### config.mk
export PLATFORM = sky130hd
export DESIGN_NAME = fbc_host
export DESIGN_NICKNAME = d
export VERILOG_FILES = /design/src/fbc_pkg.sv /design/src/fbc_strobe.sv /design/src/fbc_host.sv
export SDC_FILE = /design/constraint.sdc
export NUM_CORES = 1
export LEC_CHECK = 0
export BUFFER_PORTS_ARGS = -buffer_cell sky130_fd_sc_hd__buf_2
export CAP_MARGIN = 10
export CORE_MARGIN = 3
export CORE_UTILIZATION = 50
export CTS_BUF_LIST = sky130_fd_sc_hd__clkbuf_8
export DETAILED_ROUTE_END_ITERATION = 16
export HOLD_SLACK_MARGIN = 0.08
export PLACE_DENSITY = 0.82
export SETUP_SLACK_MARGIN = 0.05
export SLEW_MARGIN = 20
export SYNTH_ARGS = -nofsm -noshare
export SYNTH_HDL_FRONTEND = slang
export SYNTH_SLANG_ARGS = --single-unit
### constraint.sdc
create_clock -name CLOCK -period 3 [get_ports CLOCK]
set_input_delay 0.6 -clock CLOCK [delete_from_list [all_inputs] [get_ports CLOCK]]
set_output_delay 0.6 -clock CLOCK [all_outputs]
set_load 0.05 [all_outputs]
### src/fbc_pkg.sv
// package: constants for the parallel flash host-side bus controller
package fbc_pkg;
  localparam int ADDR_W = 19;
  localparam int DATA_W = 8;
  localparam int SECT_W = 3;
  localparam int SECT_LSB = 16;
  localparam int CLK_PERIOD_NS = 8;
  // strobe timing in ns
  localparam int T_WRITE_LOW_NS = 40;
  localparam int T_WRITE_HIGH_NS = 24;
  localparam int T_ACCESS_NS = 90;
  localparam int T_SETUP_NS = 8;
  localparam int WR_LOW_CYC = (T_WRITE_LOW_NS + CLK_PERIOD_NS - 1) / CLK_PERIOD_NS;
  localparam int WR_HIGH_CYC = (T_WRITE_HIGH_NS + CLK_PERIOD_NS - 1) / CLK_PERIOD_NS;
  localparam int ACC_CYC = (T_ACCESS_NS + CLK_PERIOD_NS - 1) / CLK_PERIOD_NS;
  localparam int SETUP_CYC = (T_SETUP_NS + CLK_PERIOD_NS - 1) / CLK_PERIOD_NS;
  // command sequence words
  localparam logic [ADDR_W-1:0] UNLOCK1_ADDR = 19'h00555;
  localparam logic [ADDR_W-1:0] UNLOCK2_ADDR = 19'h002AA;
  localparam logic [DATA_W-1:0] UNLOCK1_DATA = 8'hAA;
  localparam logic [DATA_W-1:0] UNLOCK2_DATA = 8'h55;
  localparam logic [DATA_W-1:0] CMD_RESET = 8'hF0;
  localparam logic [DATA_W-1:0] CMD_ID = 8'h90;
  localparam logic [DATA_W-1:0] CMD_PROG = 8'hA0;
  localparam logic [DATA_W-1:0] CMD_ERASE_SETUP = 8'h80;
  localparam logic [DATA_W-1:0] CMD_CHIP_ERASE = 8'h10;
  localparam logic [DATA_W-1:0] CMD_SECT_ERASE = 8'h30;
  localparam logic [7:0] ID_OFS_MAKER = 8'h00;
  localparam logic [7:0] ID_OFS_DEVICE = 8'h01;
  localparam logic [7:0] ID_OFS_PROTECT = 8'h02;
  // host operations
  typedef enum logic [2:0] {
    FBC_OP_READ = 3'b000,
    FBC_OP_RESET = 3'b001,
    FBC_OP_ID_ENTER = 3'b010,
    FBC_OP_PROGRAM = 3'b011,
    FBC_OP_CHIP_ERASE = 3'b100,
    FBC_OP_SECT_ERASE = 3'b101,
    FBC_OP_RAW_WRITE = 3'b110
  } fbc_op_e;
endpackage

### src/fbc_strobe.sv
// single bus cycle engine: one read or one write on the flash pins
`timescale 1ns/1ns
module fbc_strobe
  import fbc_pkg::*;
#(
  parameter int LOW_CYC = WR_LOW_CYC,
  parameter int HIGH_CYC = WR_HIGH_CYC,
  parameter int RD_CYC = ACC_CYC,
  parameter int SU_CYC = SETUP_CYC
) (
  input wire logic clk,
  input wire logic rst,
  input wire logic start,
  input wire logic is_write,
  input wire logic [DATA_W-1:0] pin_data_in,
  output logic cs_n,
  output logic og_n,
  output logic ws_n,
  output logic drive,
  output logic done,
  output logic [DATA_W-1:0] rd_data
);
  initial begin
    if (LOW_CYC < 1 || HIGH_CYC < 1 || RD_CYC < 1 || SU_CYC < 1 ||
        LOW_CYC > 256 || HIGH_CYC > 256 || RD_CYC > 256 || SU_CYC > 256) begin
      $error("fbc_strobe: cycle counts must lie between one and 256");
    end
  end

  typedef enum logic [1:0] {
    FBC_S_IDLE = 2'b00,
    FBC_S_SETUP = 2'b01,
    FBC_S_ACTIVE = 2'b10,
    FBC_S_RECOVER = 2'b11
  } fbc_cyc_e;

  fbc_cyc_e state, next_state;
  logic [7:0] cnt, next_cnt;
  logic wr, next_wr;
  logic next_cs_n, next_og_n, next_ws_n, next_drive, next_done;
  logic [DATA_W-1:0] next_rd_data;

  always_comb begin
    next_state = state;
    next_cnt = cnt;
    next_wr = wr;
    next_cs_n = cs_n;
    next_og_n = og_n;
    next_ws_n = ws_n;
    next_drive = drive;
    next_done = 1'b0;
    next_rd_data = rd_data;
    case (state)
      FBC_S_IDLE: begin
        if (start) begin
          next_wr = is_write;
          next_cs_n = 1'b0;
          // address and output gate settle before any strobe drops
          next_og_n = 1'b1;
          next_drive = is_write;
          next_cnt = 8'(SU_CYC - 1);
          next_state = FBC_S_SETUP;
        end
      end
      FBC_S_SETUP: begin
        if (cnt == 8'h00) begin
          if (wr) begin
            // write: chip select and write strobe low, output gate high
            next_ws_n = 1'b0;
            next_cnt = 8'(LOW_CYC - 1);
          end else begin
            // read: chip select and output gate low, write strobe high
            next_og_n = 1'b0;
            next_cnt = 8'(RD_CYC - 1);
          end
          next_state = FBC_S_ACTIVE;
        end else begin
          next_cnt = cnt - 8'h01;
        end
      end
      FBC_S_ACTIVE: begin
        if (cnt == 8'h00) begin
          // pulses far longer than the glitch filter width
          if (!wr) begin
            next_rd_data = pin_data_in;
          end
          next_ws_n = 1'b1;
          next_og_n = 1'b1;
          next_cnt = 8'(HIGH_CYC - 1);
          next_state = FBC_S_RECOVER;
        end else begin
          next_cnt = cnt - 8'h01;
        end
      end
      FBC_S_RECOVER: begin
        // data held HIGH_CYC cycles past the strobe rise so it latches cleanly
        if (cnt == 8'h00) begin
          next_cs_n = 1'b1;
          next_drive = 1'b0;
          next_done = 1'b1;
          next_state = FBC_S_IDLE;
        end else begin
          next_cnt = cnt - 8'h01;
        end
      end
      default: next_state = FBC_S_IDLE;
    endcase
  end

  always_ff @(posedge clk) begin
    if (rst) begin
      state <= FBC_S_IDLE;
      cnt <= 8'h00;
      wr <= 1'b0;
      cs_n <= 1'b1;
      og_n <= 1'b1;
      ws_n <= 1'b1;
      drive <= 1'b0;
      done <= 1'b0;
      rd_data <= 8'h00;
    end else begin
      state <= next_state;
      cnt <= next_cnt;
      wr <= next_wr;
      cs_n <= next_cs_n;
      og_n <= next_og_n;
      ws_n <= next_ws_n;
      drive <= next_drive;
      done <= next_done;
      rd_data <= next_rd_data;
    end
  end
endmodule

### src/fbc_host.sv
// host-side controller that drives a parallel flash through its pins
`timescale 1ns/1ns
module fbc_host
  import fbc_pkg::*;
#(
  parameter int POLL_LIMIT = 4000
) (
  input wire logic CLOCK,
  input wire logic RESET,
  input wire logic REQ_VALID,
  input wire fbc_pkg::fbc_op_e REQ_OP,
  input wire logic [fbc_pkg::ADDR_W-1:0] REQ_ADDR,
  input wire logic [fbc_pkg::DATA_W-1:0] REQ_DATA,
  output logic REQ_READY,
  output logic RSP_VALID,
  output logic [fbc_pkg::DATA_W-1:0] RSP_DATA,
  output logic RSP_ERROR,
  output logic [fbc_pkg::ADDR_W-1:0] FLASH_ADDR,
  input wire logic [fbc_pkg::DATA_W-1:0] FLASH_DATA_IN,
  output logic [fbc_pkg::DATA_W-1:0] FLASH_DATA_OUT,
  output logic FLASH_DATA_OE,
  output logic FLASH_CS_N,
  output logic FLASH_OG_N,
  output logic FLASH_WS_N
);
  import fbc_pkg::*;

  initial begin
    if (POLL_LIMIT < 1 || POLL_LIMIT > 65535) begin
      $error("fbc_host: POLL_LIMIT out of range");
    end
  end

  // ********************************************************
  // pin input synchroniser
  // ********************************************************
  logic [DATA_W-1:0] din_meta, din_sync;
  always_ff @(posedge CLOCK) begin
    if (RESET) begin
      din_meta <= 8'h00;
      din_sync <= 8'h00;
    end else begin
      din_meta <= FLASH_DATA_IN;
      din_sync <= din_meta;
    end
  end

  // ********************************************************
  // sequencer
  // ********************************************************
  typedef enum logic [2:0] {
    FBC_IDLE = 3'b000,
    FBC_ISSUE = 3'b001,
    FBC_WAIT = 3'b010,
    FBC_POLL = 3'b011,
    FBC_POLL_WAIT = 3'b100,
    FBC_RESPOND = 3'b101
  } fbc_state_e;

  fbc_state_e state, next_state;
  fbc_op_e op, next_op;
  logic [ADDR_W-1:0] addr, next_addr;
  logic [DATA_W-1:0] data, next_data;
  logic [2:0] step, next_step;
  logic [15:0] polls, next_polls;
  logic [DATA_W-1:0] last_stat, next_last_stat;
  logic first_poll, next_first_poll;
  logic cyc_start, next_cyc_start;
  logic cyc_write, next_cyc_write;
  logic [ADDR_W-1:0] next_flash_addr;
  logic [DATA_W-1:0] next_flash_data;
  logic next_ready, next_rsp_valid, next_rsp_error;
  logic [DATA_W-1:0] next_rsp_data;
  logic cyc_done;
  logic [DATA_W-1:0] cyc_rd;
  logic cs_n_w, og_n_w, ws_n_w, drive_w;

  // number of write cycles in each sequence
  function automatic logic [2:0] seq_len(input fbc_op_e o);
    case (o)
      FBC_OP_RESET, FBC_OP_RAW_WRITE: seq_len = 3'd1;
      FBC_OP_ID_ENTER: seq_len = 3'd3;
      FBC_OP_PROGRAM: seq_len = 3'd4;
      FBC_OP_CHIP_ERASE, FBC_OP_SECT_ERASE: seq_len = 3'd6;
      default: seq_len = 3'd0;
    endcase
  endfunction

  // each sequence except reset and raw write opens with the two unlock cycles
  function automatic logic [ADDR_W+DATA_W-1:0] seq_word(input fbc_op_e o, input logic [2:0] s,
                                                        input logic [ADDR_W-1:0] a, input logic [DATA_W-1:0] d);
    seq_word = {UNLOCK1_ADDR, UNLOCK1_DATA};
    if (o == FBC_OP_RESET) begin
      seq_word = {a, CMD_RESET};
    end else if (o == FBC_OP_RAW_WRITE) begin
      seq_word = {a, d};
    end else if (s == 3'd1 || s == 3'd4) begin
      seq_word = {UNLOCK2_ADDR, UNLOCK2_DATA};
    end else if (s == 3'd2) begin
      if (o == FBC_OP_ID_ENTER) begin
        seq_word = {UNLOCK1_ADDR, CMD_ID};
      end else if (o == FBC_OP_PROGRAM) begin
        seq_word = {UNLOCK1_ADDR, CMD_PROG};
      end else begin
        seq_word = {UNLOCK1_ADDR, CMD_ERASE_SETUP};
      end
    end else if (s == 3'd3) begin
      seq_word = {a, d};
    end else if (s == 3'd5) begin
      if (o == FBC_OP_CHIP_ERASE) begin
        seq_word = {UNLOCK1_ADDR, CMD_CHIP_ERASE};
      end else begin
        // sector picked by the top address bits only
        seq_word = {a[ADDR_W-1:SECT_LSB], {SECT_LSB{1'b0}}, CMD_SECT_ERASE};
      end
    end
  endfunction

  logic embedded;
  assign embedded = (op == FBC_OP_PROGRAM) || (op == FBC_OP_CHIP_ERASE) || (op == FBC_OP_SECT_ERASE);

  always_comb begin
    next_state = state;
    next_op = op;
    next_addr = addr;
    next_data = data;
    next_step = step;
    next_polls = polls;
    next_last_stat = last_stat;
    next_first_poll = first_poll;
    next_cyc_start = 1'b0;
    next_cyc_write = cyc_write;
    next_flash_addr = FLASH_ADDR;
    next_flash_data = FLASH_DATA_OUT;
    next_ready = REQ_READY;
    next_rsp_valid = 1'b0;
    next_rsp_error = RSP_ERROR;
    next_rsp_data = RSP_DATA;
    case (state)
      FBC_IDLE: begin
        if (REQ_VALID && REQ_READY) begin
          next_op = REQ_OP;
          next_addr = REQ_ADDR;
          next_data = REQ_DATA;
          next_step = 3'd0;
          next_ready = 1'b0;
          next_rsp_error = 1'b0;
          next_state = FBC_ISSUE;
        end
      end
      FBC_ISSUE: begin
        if (op == FBC_OP_READ) begin
          // plain read; also fetches id codes or status when the device is in those modes
          next_flash_addr = addr;
          next_cyc_write = 1'b0;
        end else begin
          {next_flash_addr, next_flash_data} = seq_word(op, step, addr, data);
          next_cyc_write = 1'b1;
        end
        next_cyc_start = 1'b1;
        next_state = FBC_WAIT;
      end
      FBC_WAIT: begin
        if (cyc_done) begin
          next_rsp_data = cyc_rd;
          if (op == FBC_OP_READ) begin
            next_state = FBC_RESPOND;
          end else if (step + 3'd1 < seq_len(op)) begin
            next_step = step + 3'd1;
            next_state = FBC_ISSUE;
          end else if (embedded) begin
            // chip select is released between polls; the operation carries on
            next_polls = 16'h0000;
            next_first_poll = 1'b1;
            next_state = FBC_POLL;
          end else begin
            next_state = FBC_RESPOND;
          end
        end
      end
      FBC_POLL: begin
        next_flash_addr = addr;
        next_cyc_write = 1'b0;
        next_cyc_start = 1'b1;
        next_state = FBC_POLL_WAIT;
      end
      FBC_POLL_WAIT: begin
        if (cyc_done) begin
          next_last_stat = cyc_rd;
          next_first_poll = 1'b0;
          next_polls = polls + 16'h0001;
          // toggle stops when done; the error bit counts only when two toggling reads both show it
          if (!first_poll && (cyc_rd[6] == last_stat[6])) begin
            next_rsp_data = cyc_rd;
            next_state = FBC_RESPOND;
          end else if (cyc_rd[5] && last_stat[5] && !first_poll && (cyc_rd[6] != last_stat[6])) begin
            next_rsp_error = 1'b1;
            next_rsp_data = cyc_rd;
            next_state = FBC_RESPOND;
          end else if (polls == 16'(POLL_LIMIT - 1)) begin
            next_rsp_error = 1'b1;
            next_state = FBC_RESPOND;
          end else begin
            next_state = FBC_POLL;
          end
        end
      end
      FBC_RESPOND: begin
        next_rsp_valid = 1'b1;
        next_ready = 1'b1;
        next_state = FBC_IDLE;
      end
      default: next_state = FBC_IDLE;
    endcase
  end

  always_ff @(posedge CLOCK) begin
    if (RESET) begin
      state <= FBC_IDLE;
      op <= FBC_OP_READ;
      addr <= 19'h00000;
      data <= 8'h00;
      step <= 3'd0;
      polls <= 16'h0000;
      last_stat <= 8'h00;
      first_poll <= 1'b0;
      cyc_start <= 1'b0;
      cyc_write <= 1'b0;
      FLASH_ADDR <= 19'h00000;
      FLASH_DATA_OUT <= 8'h00;
      REQ_READY <= 1'b1;
      RSP_VALID <= 1'b0;
      RSP_ERROR <= 1'b0;
      RSP_DATA <= 8'h00;
    end else begin
      state <= next_state;
      op <= next_op;
      addr <= next_addr;
      data <= next_data;
      step <= next_step;
      polls <= next_polls;
      last_stat <= next_last_stat;
      first_poll <= next_first_poll;
      cyc_start <= next_cyc_start;
      cyc_write <= next_cyc_write;
      FLASH_ADDR <= next_flash_addr;
      FLASH_DATA_OUT <= next_flash_data;
      REQ_READY <= next_ready;
      RSP_VALID <= next_rsp_valid;
      RSP_ERROR <= next_rsp_error;
      RSP_DATA <= next_rsp_data;
    end
  end

  // ********************************************************
  // pin strobes
  // ********************************************************
  fbc_strobe u_strobe (
    .clk(CLOCK),
    .rst(RESET),
    .start(cyc_start),
    .is_write(cyc_write),
    .pin_data_in(din_sync),
    .cs_n(cs_n_w),
    .og_n(og_n_w),
    .ws_n(ws_n_w),
    .drive(drive_w),
    .done(cyc_done),
    .rd_data(cyc_rd)
  );

  // strobe module outputs are flops; pins get them directly
  assign FLASH_CS_N = cs_n_w;
  assign FLASH_OG_N = og_n_w;
  assign FLASH_WS_N = ws_n_w;
  assign FLASH_DATA_OE = drive_w;
endmodule

==> reports/results.txt <==
Outcome - finished clean
CP Launch Type - flop
Crit-path cells - ha_1, ha_1, inv_1, ha_1, nand2_1, a211oi_4, o211ai_2, buf_4, a211oi_1, mux2i_1
Endpoint class of the critical path - flop
Area growth syn-to-layout - 14.6%
Design internal power - 0.00294 W
Core Box Area - 11700 um2
Initial Util - 52.6%
Row count - 39
Routed vias/inst - 5.61
Root Buffer - clkbuf_8
VDD IR max - 0.364 mV
Synth Register Bits - 135
Cell Area, Synth - 6160 um2
Number of global-route vias before repair - 4991
Most numerous cell in the Yosys netlist - dfxtp_1
Grt total ovfl - 0
CP required - 3370 ps
Synth async-reset ratio - 0%
Fin Clk Skew - 10.7 ps
Total track usage - 20.9%
Post-DP Area - 6660 um2
Drt total wl - 13800 um
Pins Over Slew Limit - 0
Net Sw Frac - 32.6%
Chip height - 117 um
Min-delay worst type - input port to flop
Post-synthesis sequential area ratio - 43.9%
Dpl hpwl - 9460 um
CP peak stage delay - 370 ps
R2R Path Start - step[0]$_SDFFE_PP0P_
Post-synth top cells - dfxtp_1 (135), nand2_1 (120), a21oi_1 (93)
TritonCTS clock tree - yes
Initial antenna violation count - 0
Post-Syn Instances - 732
Max Buffers Root-to-Sink - 2
Post-route DRC - 0
1st-iter DRT viols - 303
Syn nets - 787
Post-synth EDFFs - 0
Final Hold Viols - 0
Max-cap violations - 0
Crit-path slowest cell - a211oi_4
Via count - 5357
Setup bufs post-CTS - 0
Slew headroom - 50.1%
Die width - 117 um
Syn Area/Cell - 8.42 um2
Share of post-route cells with drive strength above 1 - 18.2%
Post-synth top area share - 43.9%
Cts bufs inserted - 17
Top_reg_cell synth - dfxtp_1
Setup TNS - 0 ps
RSZ-0062 raised after global routing - false
Worst R2R Setup Slack - 320 ps
Worst hold slack - 375 ps
Largest net degree at the start of global routing - 52
Post-route cell area - 7060 um2
Warnings from Yosys - 0
Sequential Power Share - 45.2%
Crit. Startpoint - step[0]$_SDFFE_PP0P_
Largest regs - FLASH_ADDR x19, addr x19, polls x16
Synth top area cells - dfxtp_1 (44%), a21oi_1 (7.6%), nand2_1 (7.3%), mux2i_1 (3.9%), nor2_1 (3.7%)
Number of H-tree levels - 4
Final min period - 2680 ps
Leakage power - 2.86 nW
Num Clock Sinks - 135
WL/cell - 14.5 um
Area leader, netlist - dfxtp_1
Clock share of power - 33.5%
Hold wc startpoint - FLASH_DATA_IN[3]
Worst Path Arrival - 3050 ps
Gp weighted congestion - 0.863
Pwr/cell area - 618 nW/um2
Slew @ Worst Pin - 747 ps
Clk_lat worst skew - 440 ps
Setup violations, final - 0
Sw Pwr - 0.00142 W
Part of the power in combinational logic - 21.3%
Final antenna-violating net count - 0
# IOs - 83
Tcrit/Tclk final - 89.3%
Critical path class - flop to flop
Nets - 854
First drt pass iteration count - 4
CP most frequent cell - ha_1
First-pass GRT wire length - 23000 um
Number of port buffers - 82
Hold-critical path depth - 2
CP max FO - 10
Die area - 13700 um2
R2R cell count - 10
Max Fclk - 0.373 GHz
Synth cell types - 65
Worst-path clk slew - 80 ps
ANT cells - 0
-- cells by family after synthesis --
kind of cell | Yosys count | synth area share [%]
multiplexers | 26 | 4.26
AO/OA/AOI/OAI | 171 | 17.7
buffers and inverters | 59 | 3.94
flip-flops | 135 | 43.9
AND/OR/NAND/NOR | 320 | 26.4
XOR/XNOR | 7 | 0.995
adder cells (fa/ha/maj) | 14 | 2.84
-- cell usage in the layout (no fill, tap or decap), types with 4 or more instances in the layout --
| cell | netlist | routed |
|---|---|---|
| a21o_1 | 6 | 6 |
| nor2_1 | 60 | 60 |
| inv_6 | 0 | 5 |
| nand3b_1 | 20 | 20 |
| and3b_1 | 5 | 5 |
| nand2b_1 | 11 | 11 |
| nor2b_1 | 22 | 22 |
| nand2_1 | 120 | 120 |
| or3b_1 | 15 | 15 |
| mux2i_1 | 24 | 24 |
| xnor2_1 | 5 | 5 |
| o21ai_0 | 14 | 14 |
| clkbuf_8 | 0 | 20 |
| a21oi_1 | 93 | 93 |
| o21bai_1 | 5 | 5 |
| o21ai_1 | 8 | 8 |
| or3_1 | 4 | 4 |
| buf_2 | 11 | 81 |
| nand3_1 | 17 | 17 |
| ha_1 | 14 | 14 |
| inv_1 | 13 | 13 |
| dfxtp_1 | 135 | 132 |
| nor3_1 | 20 | 20 |
| a211oi_1 | 4 | 4 |
| buf_4 | 0 | 11 |
| a22oi_1 | 5 | 5 |
| a32oi_1 | 4 | 4 |
-- final timing paths --
path	end
setup / recovery	polls[12]$_SDFFE_PP0P_
hold / removal	din_meta[3]$_SDFF_PP0_
setup reg to reg	polls[12]$_SDFFE_PP0P_
hold reg to reg	u_strobe.rd_data[0]$_SDFFE_PP0P_
-- per-layer routing --
| layer | wire length, um | share of wire, % | GRT usage, % |
|---|---|---|---|
| met4 | 170 | 1.2 | 6.42 |
| met3 | 908 | 6.6 | 6.68 |
| met1 | 6610 | 48 | 27.3 |
| met2 | 6140 | 44 | 33.2 |
| met5 | 0 | 0 | 0 |
-- critical path, delay by kind of cell (launching register included) --
kind | cells | cell delay [ps]
AO/OA/AOI/OAI | 3 | 850
multiplexers | 1 | 200
buffers and inverters | 2 | 270
AND/OR/NAND/NOR | 1 | 100
adder cells (fa/ha/maj) | 3 | 830
flip-flops | 1 | 360
-- what timing repair did --
item	in CTS	in global routing
hold buffers	0	0
gates resized for setup	0	4
setup endpoints to repair	0	2
-- layout make-up --
type	count	area [um2]
clock buffers	20	275
flip-flops and latches	135	2710
clock inverters	12	115
repair buffers	93	508
fillers	1042	4650
multi-input cells	538	3230
well taps	143	179
inverters	14	52.6
-- power by group through the flow --
stage	clock network [W]	logic, W	registers [W]
6_report	0.00146	0.000928	0.00197
5_1_grt	0.00156	0.00103	0.00199
4_1_cts	0.00148	0.000924	0.00197
3_5_place_dp	0	0.000903	0.00201
3_3_place_gp	0	0.000898	0.00201
2_1_floorplan	0	0.000665	0.00206
-- through the flow --
stage               power, W  setup slack, ps  utilization (%)  cells
floorplan            0.00273              443                -    732
global placement     0.00290              402             56.9    923
detailed placement   0.00291              319             56.9    923
CTS                  0.00438              295             60.2    955
global route         0.00458             95.1             60.3    955
finish               0.00436              321             60.3    955
Note: power is estimated with default switching activity, not from simulation.
